$ cat src/rtl/power_mgmt_cfg.svh
// constants of the power controller: offsets, fields, timing
// assumes a 40 MHz pclk and 32-bit APB data
`ifndef POWER_MGMT_CFG_SVH
`define POWER_MGMT_CFG_SVH

`define PM_CLK_HZ 64'd40000000
`define PM_QUICK_LIMIT_S 64'd28800
`define PM_QUICK_LIMIT_CYC (`PM_QUICK_LIMIT_S * `PM_CLK_HZ)

`define PM_ADDR_CTRL 12'h000
`define PM_ADDR_STATUS 12'h004
`define PM_ADDR_IRQ_STAT 12'h008
`define PM_ADDR_IRQ_MASK 12'h00C
`define PM_ADDR_ERROR 12'h010
`define PM_ADDR_THRESH 12'h014
`define PM_ADDR_BATT_ADC 12'h018
`define PM_ADDR_GAUGE 12'h01C
`define PM_ADDR_INFO 12'h020

`define PM_CTRL_RESET 8'h01
`define PM_THRESH_RESET 32'h0320_0080

`define PM_IRQ_LOW 0
`define PM_IRQ_ERR 1
`define PM_IRQ_FULL 2
`define PM_IRQ_NEWBATT 3
`define PM_IRQ_SEQ 4
`define PM_IRQ_W 5

`define PM_ERR_NONE 8'h00
`define PM_ERR_VOLT 8'h01
`define PM_ERR_TEMP 8'h02
`define PM_ERR_SMBUS 8'h03
`define PM_ERR_CELL 8'h04
`define PM_ERR_TIMEOUT 8'h05

`define PM_LVL_WARN_PCT 7'd10
`define PM_LVL_CRIT_PCT 7'd3
`define PM_LVL_SUSP_PCT 7'd1

`endif

$ cat src/rtl/power_mgmt_pkg.sv
// types of the power controller
// assumes power_mgmt_cfg.svh holds the numbers
package power_mgmt_pkg;

    typedef enum logic [3:0] {
        SEQ_IDLE = 4'hF,
        SEQ_0    = 4'h0,
        SEQ_1    = 4'h1,
        SEQ_2    = 4'h3,
        SEQ_3    = 4'h2,
        SEQ_4    = 4'h6,
        SEQ_ON   = 4'h7,
        SEQ_5    = 4'h5,
        SEQ_6    = 4'h4,
        SEQ_7    = 4'hC,
        SEQ_8    = 4'hD,
        SEQ_9    = 4'h9,
        SEQ_A    = 4'h8,
        SEQ_B    = 4'hA
    } seq_state_t;

    typedef enum logic [1:0] {
        CHG_OFF    = 2'b00,
        CHG_NORMAL = 2'b01,
        CHG_QUICK  = 2'b11
    } charge_mode_t;

    typedef enum logic [2:0] {
        LVL_OK       = 3'd0,
        LVL_WARN     = 3'd1,
        LVL_CRITICAL = 3'd2,
        LVL_SUSPEND  = 3'd3,
        LVL_DEAD     = 3'd4
    } batt_level_t;

endpackage

$ cat src/rtl/power_mgmt_controller.sv
// power management controller: battery sense, charging, sequencing, leds
// assumes synchronous inputs; adc and smbus agents hand over
// samples and gauge words with one-cycle valid strobes
//
// Contract
// 10-bit voltage and temperature samples drive battery decisions.
// battery presence from the voltage sample, adapter from a digital input.
// an abnormal condition writes its code into the error register.
// system and direct disc power levels are watched at all times.
// the beeper sounds while the battery is classed as low.
// the adapter led is blue while the adapter is present.
// battery led blue when full, orange when quick charging or low; the code holds blue off while low.
// power on steps through states 0 to 4, power off through 5 to B.
// gauge percentage gives four low levels: warn, critical, suspend, dead.
// a newly inserted battery triggers a read of its stored information.
// remaining and percentage capacity come from the smbus gauge words.
// charging and full detection act only with adapter and battery.
// quick charge while the system is off, normal while it runs.
// quick charge ends unconditionally after eight hours.
// quick charge stops on full, removal, bad volt or temp, smbus or cell.
// full charge is learned from status the pack reports over smbus.
// the quick charge timer starts at zero and clears when charging stops.
//
// Register access over APB and the address map were chosen for this implementation.
`timescale 1ns/1ps
`include "power_mgmt_cfg.svh"

module power_mgmt_controller #(
    parameter int          ADC_W       = 10,
    parameter logic [63:0] QUICK_LIMIT = 64'(`PM_QUICK_LIMIT_CYC)
) (
    input  wire logic              pclk,
    input  wire logic              presetn,
    input  wire logic              psel,
    input  wire logic              penable,
    input  wire logic              pwrite,
    input  wire logic [11:0]       paddr,
    input  wire logic [31:0]       pwdata,
    output logic      [31:0]       prdata,
    output logic                   pready,
    output logic                   pslverr,
    input  wire logic [ADC_W-1:0]  batt_volt_sample,
    input  wire logic [ADC_W-1:0]  batt_temp_sample,
    input  wire logic              sample_valid,
    input  wire logic              adapter_sense,
    input  wire logic              sys_power_on,
    input  wire logic              disc_power_on,
    input  wire logic [15:0]       gauge_remaining,
    input  wire logic [6:0]        gauge_percent,
    input  wire logic              gauge_full,
    input  wire logic              gauge_bad_cell,
    input  wire logic              gauge_valid,
    input  wire logic              smbus_fail,
    input  wire logic [15:0]       info_word,
    input  wire logic              info_valid,
    output logic                   info_read_req,
    output logic                   beeper,
    output logic                   adapter_led_blue,
    output logic                   batt_led_blue,
    output logic                   batt_led_orange,
    output logic                   charge_enable,
    output logic                   charge_quick,
    output logic [3:0]             seq_step,
    output logic                   irq
);

    // --
    // register and sensing state
    // --
    logic [7:0]                   ctrl;
    logic [31:0]                  thresh;
    logic [`PM_IRQ_W-1:0]         irq_stat;
    logic [`PM_IRQ_W-1:0]         irq_mask;
    logic [`PM_IRQ_W-1:0]         irq_event;
    logic [7:0]                   error_code;
    logic [ADC_W-1:0]             volt_q;
    logic [ADC_W-1:0]             temp_q;
    logic [15:0]                  remaining_q;
    logic [6:0]                   percent_q;
    logic                         full_q;
    logic [15:0]                  info_q;
    logic                         batt_present;
    logic                         batt_present_d;
    logic                         sys_on_q;
    logic                         disc_on_q;
    logic                         power_on_req;
    logic                         power_on_d;
    logic [63:0]                  quick_timer;
    logic                         quick_expired;
    logic                         stop_quick;
    logic                         volt_bad;
    logic                         temp_bad;
    logic                         ac_and_batt;
    logic                         is_low;
    power_mgmt_pkg::batt_level_t  level;
    power_mgmt_pkg::seq_state_t   seq;
    power_mgmt_pkg::seq_state_t   next_seq;
    power_mgmt_pkg::charge_mode_t mode;
    power_mgmt_pkg::charge_mode_t next_mode;
    logic                         wr_en;
    logic                         rd_en;
    logic [31:0]                  next_prdata;
    logic                         next_pslverr;

    // --
    // sampling of analog values and input levels
    // --
    always_ff @(posedge pclk or negedge presetn) begin
        if (!presetn) begin
            volt_q <= '0;
            temp_q <= '0;
        end else if (sample_valid) begin
            volt_q <= batt_volt_sample;
            temp_q <= batt_temp_sample;
        end
    end

    always_ff @(posedge pclk or negedge presetn) begin
        if (!presetn) begin
            sys_on_q  <= 1'b0;
            disc_on_q <= 1'b0;
        end else begin
            sys_on_q  <= sys_power_on;
            disc_on_q <= disc_power_on;
        end
    end

    // battery fitted above the presence floor
    assign batt_present = volt_q > thresh[ADC_W-1:0];
    assign volt_bad     = batt_present && (volt_q == {ADC_W{1'b1}});
    assign temp_bad     = temp_q > thresh[16 +: ADC_W];
    assign ac_and_batt  = adapter_sense && batt_present;
    assign power_on_req = (sys_on_q || disc_on_q) && ctrl[0];

    always_ff @(posedge pclk or negedge presetn) begin
        if (!presetn) begin
            remaining_q <= '0;
            percent_q   <= 7'd100;
            full_q      <= 1'b0;
        end else if (!batt_present) begin
            full_q <= 1'b0;
        end else if (gauge_valid) begin
            remaining_q <= gauge_remaining;
            percent_q   <= gauge_percent;
            full_q      <= gauge_full && ac_and_batt;
        end
    end

    // --
    // low battery levels
    // --
    always_comb begin
        if (!batt_present) begin
            level = power_mgmt_pkg::LVL_OK;
        end else if (percent_q == 7'd0) begin
            level = power_mgmt_pkg::LVL_DEAD;
        end else if (percent_q <= `PM_LVL_SUSP_PCT) begin
            level = power_mgmt_pkg::LVL_SUSPEND;
        end else if (percent_q <= `PM_LVL_CRIT_PCT) begin
            level = power_mgmt_pkg::LVL_CRITICAL;
        end else if (percent_q <= `PM_LVL_WARN_PCT) begin
            level = power_mgmt_pkg::LVL_WARN;
        end else begin
            level = power_mgmt_pkg::LVL_OK;
        end
    end
    assign is_low = level != power_mgmt_pkg::LVL_OK;

    // --
    // new battery information read
    // --
    always_ff @(posedge pclk or negedge presetn) begin
        if (!presetn) begin
            batt_present_d <= 1'b0;
            info_read_req  <= 1'b0;
            info_q         <= '0;
        end else begin
            batt_present_d <= batt_present;
            if (batt_present && !batt_present_d) begin
                info_read_req <= 1'b1;
            end else if (info_valid || !batt_present) begin
                info_read_req <= 1'b0;
            end
            if (info_valid) begin
                info_q <= info_word;
            end
        end
    end

    // --
    // charging control
    // --
    assign quick_expired = quick_timer >= QUICK_LIMIT - 64'd1;
    assign stop_quick    = full_q || !ac_and_batt || volt_bad
                        || temp_bad || smbus_fail || gauge_bad_cell
                        || quick_expired;

    always_comb begin
        next_mode = mode;
        if (!ac_and_batt || full_q || !ctrl[1]
            || error_code != `PM_ERR_NONE) begin
            next_mode = power_mgmt_pkg::CHG_OFF;
        end else if (mode == power_mgmt_pkg::CHG_QUICK
                     && (stop_quick || sys_on_q)) begin
            next_mode = power_mgmt_pkg::CHG_OFF;
        end else if (mode == power_mgmt_pkg::CHG_OFF) begin
            if (volt_bad || temp_bad || smbus_fail || gauge_bad_cell) begin
                next_mode = power_mgmt_pkg::CHG_OFF;
            end else if (sys_on_q) begin
                next_mode = power_mgmt_pkg::CHG_NORMAL;
            end else begin
                next_mode = power_mgmt_pkg::CHG_QUICK;
            end
        end else if (mode == power_mgmt_pkg::CHG_NORMAL && !sys_on_q) begin
            next_mode = power_mgmt_pkg::CHG_OFF;
        end
    end

    always_ff @(posedge pclk or negedge presetn) begin
        if (!presetn) begin
            mode <= power_mgmt_pkg::CHG_OFF;
        end else begin
            mode <= next_mode;
        end
    end

    always_ff @(posedge pclk or negedge presetn) begin
        if (!presetn) begin
            quick_timer <= '0;
        end else if (mode != power_mgmt_pkg::CHG_QUICK) begin
            quick_timer <= '0;
        end else begin
            quick_timer <= quick_timer + 64'd1;
        end
    end

    // --
    // error capture
    // --
    always_ff @(posedge pclk or negedge presetn) begin
        if (!presetn) begin
            error_code <= `PM_ERR_NONE;
        end else if (volt_bad) begin
            error_code <= `PM_ERR_VOLT;
        end else if (temp_bad) begin
            error_code <= `PM_ERR_TEMP;
        end else if (smbus_fail) begin
            error_code <= `PM_ERR_SMBUS;
        end else if (gauge_bad_cell) begin
            error_code <= `PM_ERR_CELL;
        end else if (mode == power_mgmt_pkg::CHG_QUICK && quick_expired) begin
            error_code <= `PM_ERR_TIMEOUT;
        end else if (wr_en && paddr == `PM_ADDR_ERROR) begin
            error_code <= `PM_ERR_NONE;
        end
    end

    // --
    // power on and off sequence
    // --
    always_comb begin
        next_seq = seq;
        case (seq)
            power_mgmt_pkg::SEQ_IDLE: begin
                if (power_on_req) begin
                    next_seq = power_mgmt_pkg::SEQ_0;
                end
            end
            power_mgmt_pkg::SEQ_0: next_seq = power_mgmt_pkg::SEQ_1;
            power_mgmt_pkg::SEQ_1: next_seq = power_mgmt_pkg::SEQ_2;
            power_mgmt_pkg::SEQ_2: next_seq = power_mgmt_pkg::SEQ_3;
            power_mgmt_pkg::SEQ_3: next_seq = power_mgmt_pkg::SEQ_4;
            power_mgmt_pkg::SEQ_4: next_seq = power_mgmt_pkg::SEQ_ON;
            power_mgmt_pkg::SEQ_ON: begin
                if (!power_on_req) begin
                    next_seq = power_mgmt_pkg::SEQ_5;
                end
            end
            power_mgmt_pkg::SEQ_5: next_seq = power_mgmt_pkg::SEQ_6;
            power_mgmt_pkg::SEQ_6: next_seq = power_mgmt_pkg::SEQ_7;
            power_mgmt_pkg::SEQ_7: next_seq = power_mgmt_pkg::SEQ_8;
            power_mgmt_pkg::SEQ_8: next_seq = power_mgmt_pkg::SEQ_9;
            power_mgmt_pkg::SEQ_9: next_seq = power_mgmt_pkg::SEQ_A;
            power_mgmt_pkg::SEQ_A: next_seq = power_mgmt_pkg::SEQ_B;
            power_mgmt_pkg::SEQ_B: next_seq = power_mgmt_pkg::SEQ_IDLE;
            default:               next_seq = power_mgmt_pkg::SEQ_IDLE;
        endcase
    end

    always_ff @(posedge pclk or negedge presetn) begin
        if (!presetn) begin
            seq        <= power_mgmt_pkg::SEQ_IDLE;
            power_on_d <= 1'b0;
        end else begin
            seq        <= next_seq;
            power_on_d <= power_on_req;
        end
    end

    // --
    // outputs: leds, beeper, charger, step number
    // --
    always_ff @(posedge pclk or negedge presetn) begin
        if (!presetn) begin
            beeper           <= 1'b0;
            adapter_led_blue <= 1'b0;
            batt_led_blue    <= 1'b0;
            batt_led_orange  <= 1'b0;
            charge_enable    <= 1'b0;
            charge_quick     <= 1'b0;
            seq_step         <= 4'hF;
        end else begin
            beeper           <= is_low && ctrl[2];
            adapter_led_blue <= adapter_sense;
            batt_led_orange  <= (mode == power_mgmt_pkg::CHG_QUICK)
                             || is_low;
            batt_led_blue    <= full_q && !is_low;
            charge_enable    <= mode != power_mgmt_pkg::CHG_OFF;
            charge_quick     <= mode == power_mgmt_pkg::CHG_QUICK;
            seq_step         <= seq;
        end
    end

    // --
    // interrupts
    // --
    assign irq_event[`PM_IRQ_LOW]     = is_low && (percent_q != 7'd100)
                                     && gauge_valid;
    assign irq_event[`PM_IRQ_ERR]     = volt_bad || temp_bad || smbus_fail
                                     || gauge_bad_cell;
    assign irq_event[`PM_IRQ_FULL]    = full_q && !irq_stat[`PM_IRQ_FULL]
                                     && gauge_valid;
    assign irq_event[`PM_IRQ_NEWBATT] = batt_present && !batt_present_d;
    assign irq_event[`PM_IRQ_SEQ]     = power_on_req != power_on_d;

    always_ff @(posedge pclk or negedge presetn) begin
        if (!presetn) begin
            irq_stat <= '0;
            irq_mask <= '0;
            irq      <= 1'b0;
        end else begin
            if (wr_en && paddr == `PM_ADDR_IRQ_MASK) begin
                irq_mask <= pwdata[`PM_IRQ_W-1:0];
            end
            if (wr_en && paddr == `PM_ADDR_IRQ_STAT) begin
                irq_stat <= (irq_stat & ~pwdata[`PM_IRQ_W-1:0]) | irq_event;
            end else begin
                irq_stat <= irq_stat | irq_event;
            end
            irq <= |(irq_stat & irq_mask);
        end
    end

    // --
    // apb slave
    // --
    assign wr_en = psel && penable && pwrite && pready;
    assign rd_en = psel && !penable && !pwrite;

    always_comb begin
        next_prdata  = 32'h0000_0000;
        next_pslverr = 1'b0;
        if (paddr == `PM_ADDR_CTRL) begin
            next_prdata = {24'h00_0000, ctrl};
        end else if (paddr == `PM_ADDR_STATUS) begin
            next_prdata = {16'h0000, 2'b00, mode, seq, 1'b0, level,
                           sys_on_q, disc_on_q, adapter_sense,
                           batt_present};
        end else if (paddr == `PM_ADDR_IRQ_STAT) begin
            next_prdata = {27'h000_0000, irq_stat};
        end else if (paddr == `PM_ADDR_IRQ_MASK) begin
            next_prdata = {27'h000_0000, irq_mask};
        end else if (paddr == `PM_ADDR_ERROR) begin
            next_prdata = {24'h00_0000, error_code};
        end else if (paddr == `PM_ADDR_THRESH) begin
            next_prdata = thresh;
        end else if (paddr == `PM_ADDR_BATT_ADC) begin
            next_prdata = {6'h00, temp_q, 6'h00, volt_q};
        end else if (paddr == `PM_ADDR_GAUGE) begin
            next_prdata = {8'h00, full_q, percent_q, remaining_q};
        end else if (paddr == `PM_ADDR_INFO) begin
            next_prdata = {16'h0000, info_q};
        end else begin
            next_pslverr = 1'b1;
        end
    end

    always_ff @(posedge pclk or negedge presetn) begin
        if (!presetn) begin
            prdata  <= '0;
            pready  <= 1'b0;
            pslverr <= 1'b0;
        end else begin
            pready  <= psel && !penable;
            pslverr <= psel && !penable && next_pslverr;
            if (rd_en) begin
                prdata <= next_prdata;
            end
        end
    end

    always_ff @(posedge pclk or negedge presetn) begin
        if (!presetn) begin
            ctrl   <= `PM_CTRL_RESET;
            thresh <= `PM_THRESH_RESET;
        end else if (wr_en && paddr == `PM_ADDR_CTRL) begin
            ctrl <= pwdata[7:0];
        end else if (wr_en && paddr == `PM_ADDR_THRESH) begin
            thresh <= pwdata;
        end
    end

endmodule

$ cat config.mk
export PLATFORM = sky130hd
export DESIGN_NAME = power_mgmt_controller
export DESIGN_NICKNAME = d
export VERILOG_FILES = /design/src/rtl/power_mgmt_pkg.sv /design/src/rtl/power_mgmt_controller.sv
export VERILOG_INCLUDE_DIRS = /design/src /design/src/rtl
export SDC_FILE = /design/constraint.sdc
export NUM_CORES = 1
export LEC_CHECK = 0
export ABC_AREA = 1
export BUFFER_PORTS_ARGS = -buffer_cell sky130_fd_sc_hd__buf_2
export CAP_MARGIN = 25
export CORE_ASPECT_RATIO = 0.5
export CORE_MARGIN = 2
export CORE_UTILIZATION = 46
export DETAILED_ROUTE_END_ITERATION = 7
export MAX_ROUTING_LAYER = met4
export PLACE_DENSITY = 0.66
export SYNTH_ARGS = -nofsm -noshare
export SYNTH_HDL_FRONTEND = slang
export SYNTH_SLANG_ARGS = --single-unit
$ cat constraint.sdc
create_clock -name pclk -period 5.6 [get_ports pclk]
set_input_delay 0.56 -clock pclk [delete_from_list [all_inputs] [get_ports pclk]]
set_output_delay 0.56 -clock pclk [all_outputs]
set_load 0.01 [all_outputs]
* After elaboration in Yosys (flattened, before gate mapping)
Index checks and enable logic that the tools add are counted.
** Cells by class
- Magnitude comparators :: 6
- Multiplexer cells :: 44
- Reductions and logical operators :: 63
- Equal/unequal tests :: 29
- Bitwise logic cells :: 6
- $add $sub $neg :: 1
** Operators with widths (number)
- $mux 32 :: 6
- $add 64x1->64 const B :: 1
- $ge 64x41->1 const B :: 1
- $mux 64 :: 1
- $pmux 4 s13 :: 1
- $eq 12x5->1 const B :: 4
- $mux 8 :: 6
- $mux 26 :: 1
- $logic_and 1x1->1 :: 25
- $eq 12x4->1 const B :: 2
- $mux 24 :: 1
- $eq 4x4->1 const B :: 5
- $gt 10x10->1 :: 2
- $eq 4x3->1 const B :: 4
- $mux 16 :: 1
- $mux 2 :: 8
- $logic_or 1x1->1 :: 15
- $mux 1 :: 14
- $eq 12x3->1 const B :: 1
- $eq 12x6->1 const B :: 1
- $logic_not 12->1 :: 1
- $and 5x5->5 :: 2
- $eq 10x10->1 const B :: 1
- $or 5x5->5 :: 2
- other kinds (26) :: 43
** Word-level totals
- Flip-flop bits (word level) :: 238
- Logic and storage cells :: 179
- Input bits :: 117

* Depth between registers and ports, before layout
Gate-level depths: netlist (run 1).
- Depth in word-level cells :: 13
- Gate-level depth with buffers :: 16
- Gate-level depth less buffers :: 16

* Worst setup path before layout (run 1)
No wires, ideal clock.
- Path type :: register to register
- Start point :: register thresh[7]
- End point :: register remaining_q[10]
- Path slack :: 3525 ps
- Arrival :: 1950 ps
- Cell stages (with the launch flop) :: 11
- Setup time :: 125 ps
- Cell sequence :: dfstp_2 -> inv_1 -> ha_1 -> nand2_1 -> nor2_2 -> nand4_1 -> nand2_4 -> inv_4 -> nand2_4 -> buf_8 -> mux2_4
** On the way
- Longest elaborated chain between the ends :: 2
** Ends and longest elaborated chain
- from (decl) :: RTL line power_mgmt_controller.sv:71 : logic [31:0] thresh;
- from (signal assigned) :: RTL line power_mgmt_controller.sv:405 : thresh <= `PM_THRESH_RESET;
- from (signal assigned) :: RTL line power_mgmt_controller.sv:409 : thresh <= pwdata;
- $gt 10x10->1 :: RTL line power_mgmt_controller.sv:129 : assign batt_present = volt_q > thresh[ADC_W-1:0];
- via batt_present :: RTL line power_mgmt_controller.sv:82 : logic batt_present;
- $reduce_and 2->1 (no line)
- to (signal assigned) :: RTL line power_mgmt_controller.sv:143 : remaining_q <= gauge_remaining;
- to (decl) :: RTL line power_mgmt_controller.sv:78 : logic [15:0] remaining_q;
The timed path passes the listed nets, and every way through them passes these cells.
A chain may end at the register's enable or synchronous reset.

* Worst setup path after layout (run 1)
- Start point :: register thresh[7]
- End point :: register remaining_q[1]
Same word-level chain as after synthesis.

==> results of run 1 <==
routing by layer:
metal  up-vias  wire, um
met1      5164     15900
li1       5212         -
met4         0      1260
met2       285     17600
met5         -         0
met3        71      1770
critical path: stages, from the launching register on:
cell and delay (ps):
dfstp_2 540, inv_1 40, ha_1 290, nand2_1 70, nor2_2 150, nand4_1 300
nand2_4 220, inv_4 60, nand2_4 350, mux2_2 390
flip-flops by register name, summed over array words and instances (netlist names), 2 cells and up:
name,cells
irq_stat,5
mode,2
ctrl,8
error_code,3
remaining_q,16
seq_step,4
temp_q,10
info_q,16
irq_mask,5
volt_q,10
seq,4
prdata,32
thresh,32
quick_timer,64
percent_q,7
path summary, 6_finish.rpt:
path	endpoint	slack, ps	depth (start not counted)
max reg2reg	remaining_q[1]$_DFFE_PN0P_	3050	9
min	disc_on_q$_DFF_PN0_	130	1
min in group asynchronous	quick_timer[58]$_DFF_PN0_	140	1
max in group asynchronous	info_q[11]$_DFFE_PN0P_	4350	2
min reg2reg	seq_step[3]$_DFF_PN1_	400	0
max	remaining_q[1]$_DFFE_PN0P_	3050	9
logic make-up (layout without fill, tap and decap cells):
logic type | Yosys count | after routing | share of synthesized area, %
XOR/XNOR | 44 | 44 | 3.07
multiplexers | 52 | 52 | 5.66
adder cells (fa/ha/maj) | 21 | 21 | 2.09
AO/OA/AOI/OAI | 177 | 177 | 7.72
AND/OR/NAND/NOR | 756 | 756 | 27.6
buffers and inverters | 226 | 401 | 7.21
flip-flops | 233 | 233 | 46.6
synth_stat cells, types with 2 or more instances:
cell type / n
mux2_1: 4
inv_2: 11
o31ai_1: 2
nand3_2: 7
a221oi_1: 3
o21a_1: 3
nor4_1: 5
inv_4: 2
o21ai_1: 16
o21bai_1: 3
ha_1: 21
nand2_1: 348
xnor2_1: 4
nor3_4: 2
a21oi_1: 45
nand4_1: 32
o211ai_1: 7
nand3b_1: 4
and2_1: 3
mux2_2: 15
buf_2: 4
dfrtp_1: 217
nor3_2: 8
nor2_1: 174
inv_1: 181
dfstp_2: 16
o21ai_0: 82
nor4_2: 2
or2_2: 4
nor3_1: 43
clkbuf_1: 21
nand3_1: 81
mux2_4: 33
nand2_4: 4
a21o_1: 2
nand2_2: 9
xor2_1: 40
nor2_4: 9
o22ai_1: 8
nor2_2: 14
buf_6: 4
where the power goes:
| part | internal (uW) | leakage [uW] | switching [uW] |
|---|---|---|---|
| Combinational | 164 | 0.00350 | 238 |
| Clock | 1070 | 0.000418 | 728 |
| Sequential | 1810 | 0.00303 | 81.4 |
through the flow:
step	hold slack, ps	setup slack [ps]	instances
3_3_place_gp	389	2870	1993
4_1_cts	109	3090	2036
6_report	129	3050	2036
2_1_floorplan	264	3520	1509
5_1_grt	111	2970	2036
3_5_place_dp	392	2770	1994
area by class of cell:
type	instances	area, um2
timing repair buffer	165	868
inverter	194	733
fill	2496	12100
clock buffer	26	607
multi-input combinational	1050	5790
tap	352	440
clock inverter	16	258
sequential	233	5850
==> flow_summary.ini, run 1 <==
[layout]
syn2layout_area_growth_pct = 16.0
final_area_mm2 = 0.0145
final_util_pct = 54.6
n_antenna_cell = 0
final_cell_mix = nand2_1 (348), dfrtp_1 (217), inv_1 (181)
drive_above_1_share_pct = 20.5
final_common_cell = nand2_1
final_nets = 1805

[cts]
cts_sinks = 233
cts_root_buf = clkbuf_16
cts_tree = done
ctsHoldBuffers = 0
cts-buffers-inserted = 23
post-cts-setup-buffers = 0
ctsResizeCount = 0
clockBufferDepth = 3
clkSlewWorstSetupHoldPaths_ps = 70
htree_levels = 1
clock_latency_ps = 540

[die]
dieHeight_um = 121
dieArea_mm2 = 0.0287
initial_core_util_pct = 47.1
fp-row-count = 42
coreArea_mm2 = 0.0266
io-pin-count = 163
die_x_um = 238

[place]
gp_congestion = 0.983
place_hpwl_mm = 27.6
io_buffers = 162
dpl_cell_area_mm2 = 0.0137

[synthesis]
synth.top_cell.area_share_pct = 43.3
synth-main-ff-cell = dfrtp_1
synthCells = 1509
seq_area_frac_synth_pct = 46.6
synth_edf_count = 0
synth_nets = 1647
ys_ff_latch = 233
synth.largest_area_cell = dfrtp_1
synth.distinct_cells = 57
ys_async_sr_fraction_pct = 100
netlist_area_mm2 = 0.0125
synthTopCellsByArea = dfrtp_1 (43%), nand2_1 (10%), inv_1 (5.4%)
yosysWarnings = 0
syn_area_per_cell_um2 = 8.31

[global_routing]
track_usage_pct = 26.8
grt_pass1_wl_mm = 58.5
grt_max_degree = 128
grt-busiest-layer = met2
grtUsageMet2_pct = 45.1
antenna_found_initial = 0
gr-usage-met3_pct = 3.70
grt_use_met1_pct = 33.9
grt.overflow.total = 0
grt_pass1_vias = 10800

[sta]
setup_tns_ps = 0
period_minus_slack_ps = 2550
fmax_ghz = 0.393
setup_viol = 0
worstMarginPinSlew_ps = 1020
slew_violations = 0
hold_violations = 0
max-slew-margin-rel_pct = 32.2
clock_skew_ps = 16.7
rsz0062_at_grt = false
finalCritPeriodShare_pct = 45.5

[setup_path]
critPathLaunch = thresh[7]$_DFFE_PN1P_
worstPathArrival_ps = 2970
crit_fanout = 27
setup.worst_path.end_class = flop
start_kind = flop
crit_type = flop to flop
regToRegStartpoint = thresh[7]$_DFFE_PN1P_
cp.required_ps = 6020

[power]
power_density_mw_per_mm2 = 282
power_uw = 4100
p_leak_uw = 0.00695
irDropWorstVdd_mv = 0.196

[routing]
drt-total-wl_mm = 36.5
wire_per_inst_um = 17.9
remaining_drc_errors = 0
drt_pre_antenna_iters = 6
vias = 10700
drtIter0Drc = 675
routed_via_density = 5.27
ant_nets = 0

[worst_hold_path]
hp-start = disc_power_on
hp-class = input pin to flop

[run]
cap_viol_max_count = 0

[outcome]
status = complete, no violations
Note: power is estimated with default switching activity, not from simulation.
==> run 2: changes to the inputs <==
ABC_AREA = 0   (was 1)
clock period = 2.4 ns   (was 5.6 ns; I/O delays follow)
==> flow_summary.ini, run 2 <==
[sta]
hold_violations = 0
max-slew-margin-rel_pct = 55.2
holdWs_ps = 26.1
setup_ws_ps = 76.9
fmax_ghz = 0.430
setup_viol = 0
clock_skew_ps = 13.4
finalCritPeriodShare_pct = 96.8
slew_violations = 0
setup_tns_ps = 0
period_minus_slack_ps = 2320
worstMarginPinSlew_ps = 672

[routing]
drtIter0Drc = 682
drt_pre_antenna_iters = 4
ant_nets = 0
wire_per_inst_um = 19.3
vias = 9445
drt-total-wl_mm = 32.5
remaining_drc_errors = 0
routed_via_density = 5.62

[cts]
clockBufferDepth = 3
clkSlewWorstSetupHoldPaths_ps = 70
cts_tree = done
cts-buffers-inserted = 23
htree_levels = 1
post-cts-setup-buffers = 0
cts_sinks = 233
clock_latency_ps = 520
cts_root_buf = clkbuf_16

[layout]
final_cell_mix = dfrtp_1 (217), buf_2 (161), nor2_1 (100)
syn2layout_area_growth_pct = 29.2
regMostFlops = quick_timer
top_regs = quick_timer: 64 flops, prdata: 32 flops, thresh: 32 flops
final_nets = 1488
largest_reg_flops = 64
fill_cells = 1967
final_common_cell = dfrtp_1
n_antenna_cell = 0
final_area_mm2 = 0.0145
fin_cells = 1681
drive_above_1_share_pct = 28.5

[global_routing]
track_usage_pct = 26.3
grt_pass1_vias = 9769
grt_pass1_wl_mm = 51.8
grt.overflow.total = 0
grt_max_degree = 70
antenna_found_initial = 0

[die]
die_x_um = 225
io-pin-count = 163
dieArea_mm2 = 0.0258
coreArea_mm2 = 0.0240
dieHeight_um = 115
fp-row-count = 40
initial_core_util_pct = 46.9

[power]
p_leak_uw = 0.00686
irDropWorstVdd_mv = 0.375
power_density_mw_per_mm2 = 616

[synthesis]
synthCells = 1064
syn_area_per_cell_um2 = 10.6
synth_nets = 1202
synth_edf_count = 0
synth.top_cell.area_share_pct = 48.3
ys_ff_latch = 233
synth.largest_area_cell = dfrtp_1
synth.distinct_cells = 69
yosysMostFrequentCell = dfrtp_1
netlist_area_mm2 = 0.0112
synthTopCellsByArea = dfrtp_1 (48%), mux2_2 (8.3%), xor2_1 (4.1%)
ys_async_sr_fraction_pct = 100
yosysWarnings = 0
synth-main-ff-cell = dfrtp_1
ys_top_cells_by_count = dfrtp_1 (217), nor2_1 (101), nand2_1 (100), mux2_2 (83), o21ai_0 (55)
seq_area_frac_synth_pct = 52.1

[setup_path]
worstPathArrival_ps = 2720
r2r_end = remaining_q[2]$_DFFE_PN0P_
crit_fanout = 7
crit_chain = inv_2 > ha_4 > a21o_1 > a21o_1 > a221oi_2 > or2_4 > inv_1 > nand2_4 > clkbuf_16 > mux2_2
start_kind = flop
critical-path-top-delay-family = compound AO/OA/AOI/OAI gates
cp_num_cells = 10
crit_type = flop to flop
endpoint = remaining_q[2]$_DFFE_PN0P_
critPathMaxStageDelay_ps = 370
cp_common_cell = a21o_1
setup.worst_path.end_class = flop
reg2regPathDepth = 10
cp.required_ps = 2800
regToRegStartpoint = thresh[5]$_DFFE_PN0P_
cp.buffers_inverters = 3
crit_slowest_cell = dfrtp_1
rrSetupSlack_ps = 80
critPathLaunch = thresh[5]$_DFFE_PN0P_

[place]
dpl_cell_area_mm2 = 0.0127
post-place-ws_ps = -15.9
io_buffers = 162
placedCellCount = 1546
place_hpwl_mm = 22.5
gp_congestion = 0.946

[outcome]
status = complete, no violations

[worst_hold_path]
hp-class = input pin to flop
hp-start = batt_volt_sample[0]

[run]
cap_viol_max_count = 0
run 2: what timing repair did:
action / CTS / global route
pin swaps: 0 / 6
hold endpoints to repair: 153 / 0
hold buffers: 92 / 0
endpoints found under the setup margin: 12 / 26
resized for setup: 4 / 13
gates cloned: 0 / 2
run 2: how the worst min path moves through the flow:
| stage | end | slack (ps) | depth (start not counted) |
|---|---|---|---|
| global placement | temp_q[4]$_DFFE_PN0P_ | 230 | 1 |
| global route | volt_q[0]$_DFFE_PN0P_ | 20 | 3 |
| finish | volt_q[0]$_DFFE_PN0P_ | 30 | 3 |
| detailed placement | temp_q[4]$_DFFE_PN0P_ | 230 | 1 |
| CTS | volt_q[0]$_DFFE_PN0P_ | 3 | 3 |
| floorplan | adapter_led_blue$_DFF_PN0_ | -60 | 0 |
run 2: final cells by class:
class / count / area (um2) / area share, %
clock inverter: 13 / 125 / 0.862
timing repair buffer: 313 / 2290 / 15.8
sequential: 233 / 5850 / 40.3
tap: 315 / 394 / 2.71
inverter: 31 / 116 / 0.801
clock buffer: 28 / 624 / 4.30
multi-input combinational: 748 / 5120 / 35.3
run 2: cell families (layout without fill, tap and decap cells):
kind of cell / Yosys count / in the layout / synth area share (%)
AO/OA/AOI/OAI: 173 / 173 / 9.76
multiplexers: 98 / 98 / 9.66
adder cells (fa/ha/maj): 21 / 21 / 2.34
AND/OR/NAND/NOR: 394 / 394 / 18.2
flip-flops: 233 / 233 / 52.1
XOR/XNOR: 62 / 62 / 4.83
buffers and inverters: 83 / 385 / 3.11
run 2: through the flow:
stage                     power (uW)  util [%]
after global placement          5180      53.1
after global routing            9300      60.6
after CTS                       8980      60.1
final                           8950      60.6
after floorplan                 4760         -
after detailed placement        5210      53.1
run 2: power by group:
| part | switching [uW] | internal, uW | total (uW) |
|---|---|---|---|
| sequential | 198 | 4160 | 4360 |
| combinational | 468 | 451 | 919 |
| clock | 1590 | 2070 | 3670 |
run 2: per-layer routing:
layer / vias up / routed length (um) / track usage (%)
met5: - / 0 / -
met4: 0 / 1060 / 8.30
met3: 74 / 1540 / 4.39
met2: 249 / 15400 / 42.7
met1: 4753 / 14400 / 34.2
li1: 4369 / - / -
run 2: tightest hold or removal path, stage by stage:
cell	delay, ps
buf_2	90
nand2_1	90
o21ai_0	80
==> run 3: changes to the inputs <==
clock period = 2.74 ns   (was 2.4 ns; I/O delays follow)
==> flow_summary.ini, run 3 (same netlist as run 2, synthesis figures left out) <==
[layout]
top_regs = quick_timer: 64 flops, prdata: 32 flops, thresh: 32 flops
syn2layout_area_growth_pct = 26.4
final_area_mm2 = 0.0142
drive_above_1_share_pct = 26.6
regMostFlops = quick_timer
n_antenna_cell = 0
final_cell_mix = dfrtp_1 (217), buf_2 (161), nor2_1 (100)
fin_cells = 1651
final_nets = 1458
final_common_cell = dfrtp_1
largest_reg_flops = 64
fill_cells = 1983
regArea_mm2 = 0.00585
multi_input_area_mm2 = 0.00508

[setup_path]
setup.worst_path.end_class = flop
cp_common_cell = inv_1
crit_type = flop to flop
critPathLaunch = thresh[7]$_DFFE_PN1P_
start_kind = flop
crit_chain = inv_1 > ha_1 > nand4_1 > nor2_1 > a221oi_2 > or2_2 > inv_1 > nand2_1 > buf_4 > mux2_2
r2r_end = remaining_q[11]$_DFFE_PN0P_
cp.required_ps = 3140
rrSetupSlack_ps = 90
crit_slowest_cell = dfstp_2
critPathMaxStageDelay_ps = 540
regToRegStartpoint = thresh[7]$_DFFE_PN1P_
reg2regPathDepth = 10
worstPathArrival_ps = 3060
crit_fanout = 10

[place]
placedCellCount = 1527
dpl_cell_area_mm2 = 0.0126
gp_congestion = 0.936
place_hpwl_mm = 21.7
post-place-ws_ps = -6.51
io_buffers = 162

[die]
die_x_um = 225
dieArea_mm2 = 0.0258
dieHeight_um = 115
coreArea_mm2 = 0.0240
fp-row-count = 40
io-pin-count = 163
initial_core_util_pct = 46.9

[sta]
period_minus_slack_ps = 2650
worstMarginPinSlew_ps = 895
holdWs_ps = 13.4
slew_violations = 0
fmax_ghz = 0.377
max-slew-margin-rel_pct = 40.3
rsz0062_at_grt = true
setup_ws_ps = 88.8
clock_skew_ps = 17.1
setup_viol = 0
hold_violations = 0
finalCritPeriodShare_pct = 96.8

[global_routing]
grt.overflow.total = 0
grt_pass1_vias = 9340
antenna_found_initial = 0
grt_pass1_wl_mm = 49.7
grt_max_degree = 70
track_usage_pct = 25.4

[routing]
routed_via_density = 5.57
wire_per_inst_um = 18.8
vias = 9193
drtIter0Drc = 760
remaining_drc_errors = 0
drt_pre_antenna_iters = 5
ant_nets = 0
drt-total-wl_mm = 31.0

[cts]
clockBufferDepth = 3
cts_sinks = 233
cts_tree = done
clock_latency_ps = 530
htree_levels = 1
cts_root_buf = clkbuf_16
cts-buffers-inserted = 22
clkSlewWorstSetupHoldPaths_ps = 70

[worst_hold_path]
hp-class = input pin to flop
min_to = percent_q[6]$_DFFE_PN1P_
hold_depth = 2
hp-start = gauge_percent[6]

[power]
irDropWorstVdd_mv = 0.317
p_leak_uw = 0.00670
power_density_mw_per_mm2 = 555

[run]
cap_viol_max_count = 0

[outcome]
status = complete, no violations
-- run 3: changes by cell type in the layout (fill, tap and decap cells not counted), moves of 4 or more --
| cell | before | now |
|---|---|---|
| buf_4 | 51 | 35 |
| clkbuf_1 | 2 | 8 |
| clkinv_2 | 7 | 3 |
| clkinvlp_4 | 4 | 0 |
| dlygate4sd3_1 | 92 | 84 |
-- run 3: critical path: cells and delay by family, from the launching register on --
family	cells	cell delay, ps
AO/OA/AOI/OAI	1	390
flip-flops	1	540
multiplexers	1	360
AND/OR/NAND/NOR	4	550
adder cells (fa/ha/maj)	1	320
buffers and inverters	3	360
-- run 3: power by group --
part	internal (uW)	switching, uW	total [uW]
Sequential	3650	169	3820
Combinational	378	400	778
Clock	1980	1310	3290
Total	6000	1880	7880
-- run 3: what timing repair did --
item                                    in CTS  in global routing
gates resized for setup                      1                  2
endpoints found under the hold margin      126                  1
setup buffers                                0                  0
endpoints found under the setup margin      10                 23
hold buffers                                83                  1
-- run 3: worst max-delay path by stage --
stage / to / cells after the start
finish: remaining_q[11]$_DFFE_PN0P_ / 10
global route: remaining_q[10]$_DFFE_PN0P_ / 10
CTS: remaining_q[11]$_DFFE_PN0P_ / 9
detailed placement: remaining_q[11]$_DFFE_PN0P_ / 9
global placement: remaining_q[15]$_DFFE_PN0P_ / 10
floorplan: percent_q[3]$_DFFE_PN0P_ / 9
-- run 3: final cells by class --
type / count / area share, %
flip-flops and latches: 233 / 41.2
inverters: 31 / 0.820
multi-input cells: 748 / 35.8
well taps: 315 / 2.78
repair buffers: 284 / 14.0
clock inverters: 7 / 0.952
clock buffers: 33 / 4.46
-- run 3: per-stage QoR --
stage	setup TNS, ps	total power (uW)	utilization [%]
detailed placement	-29.7	4560	52.4
CTS	0	7950	59.1
global route	-86.0	8210	59.2
floorplan	0	4170	-
finish	0	7880	59.2
global placement	0	4530	52.4
-- run 3: metal layers --
metal  routed length (um)  up-vias  part of all wire [%]  track usage, %
met5                    0        -                     0               -
met4                  810        0                   2.6            7.15
met3                 1730       63                   5.6            4.08
met2                14700      271                    47            40.8
met1                13800     4552                    44            33.6
li1                     -     4307                     -               -
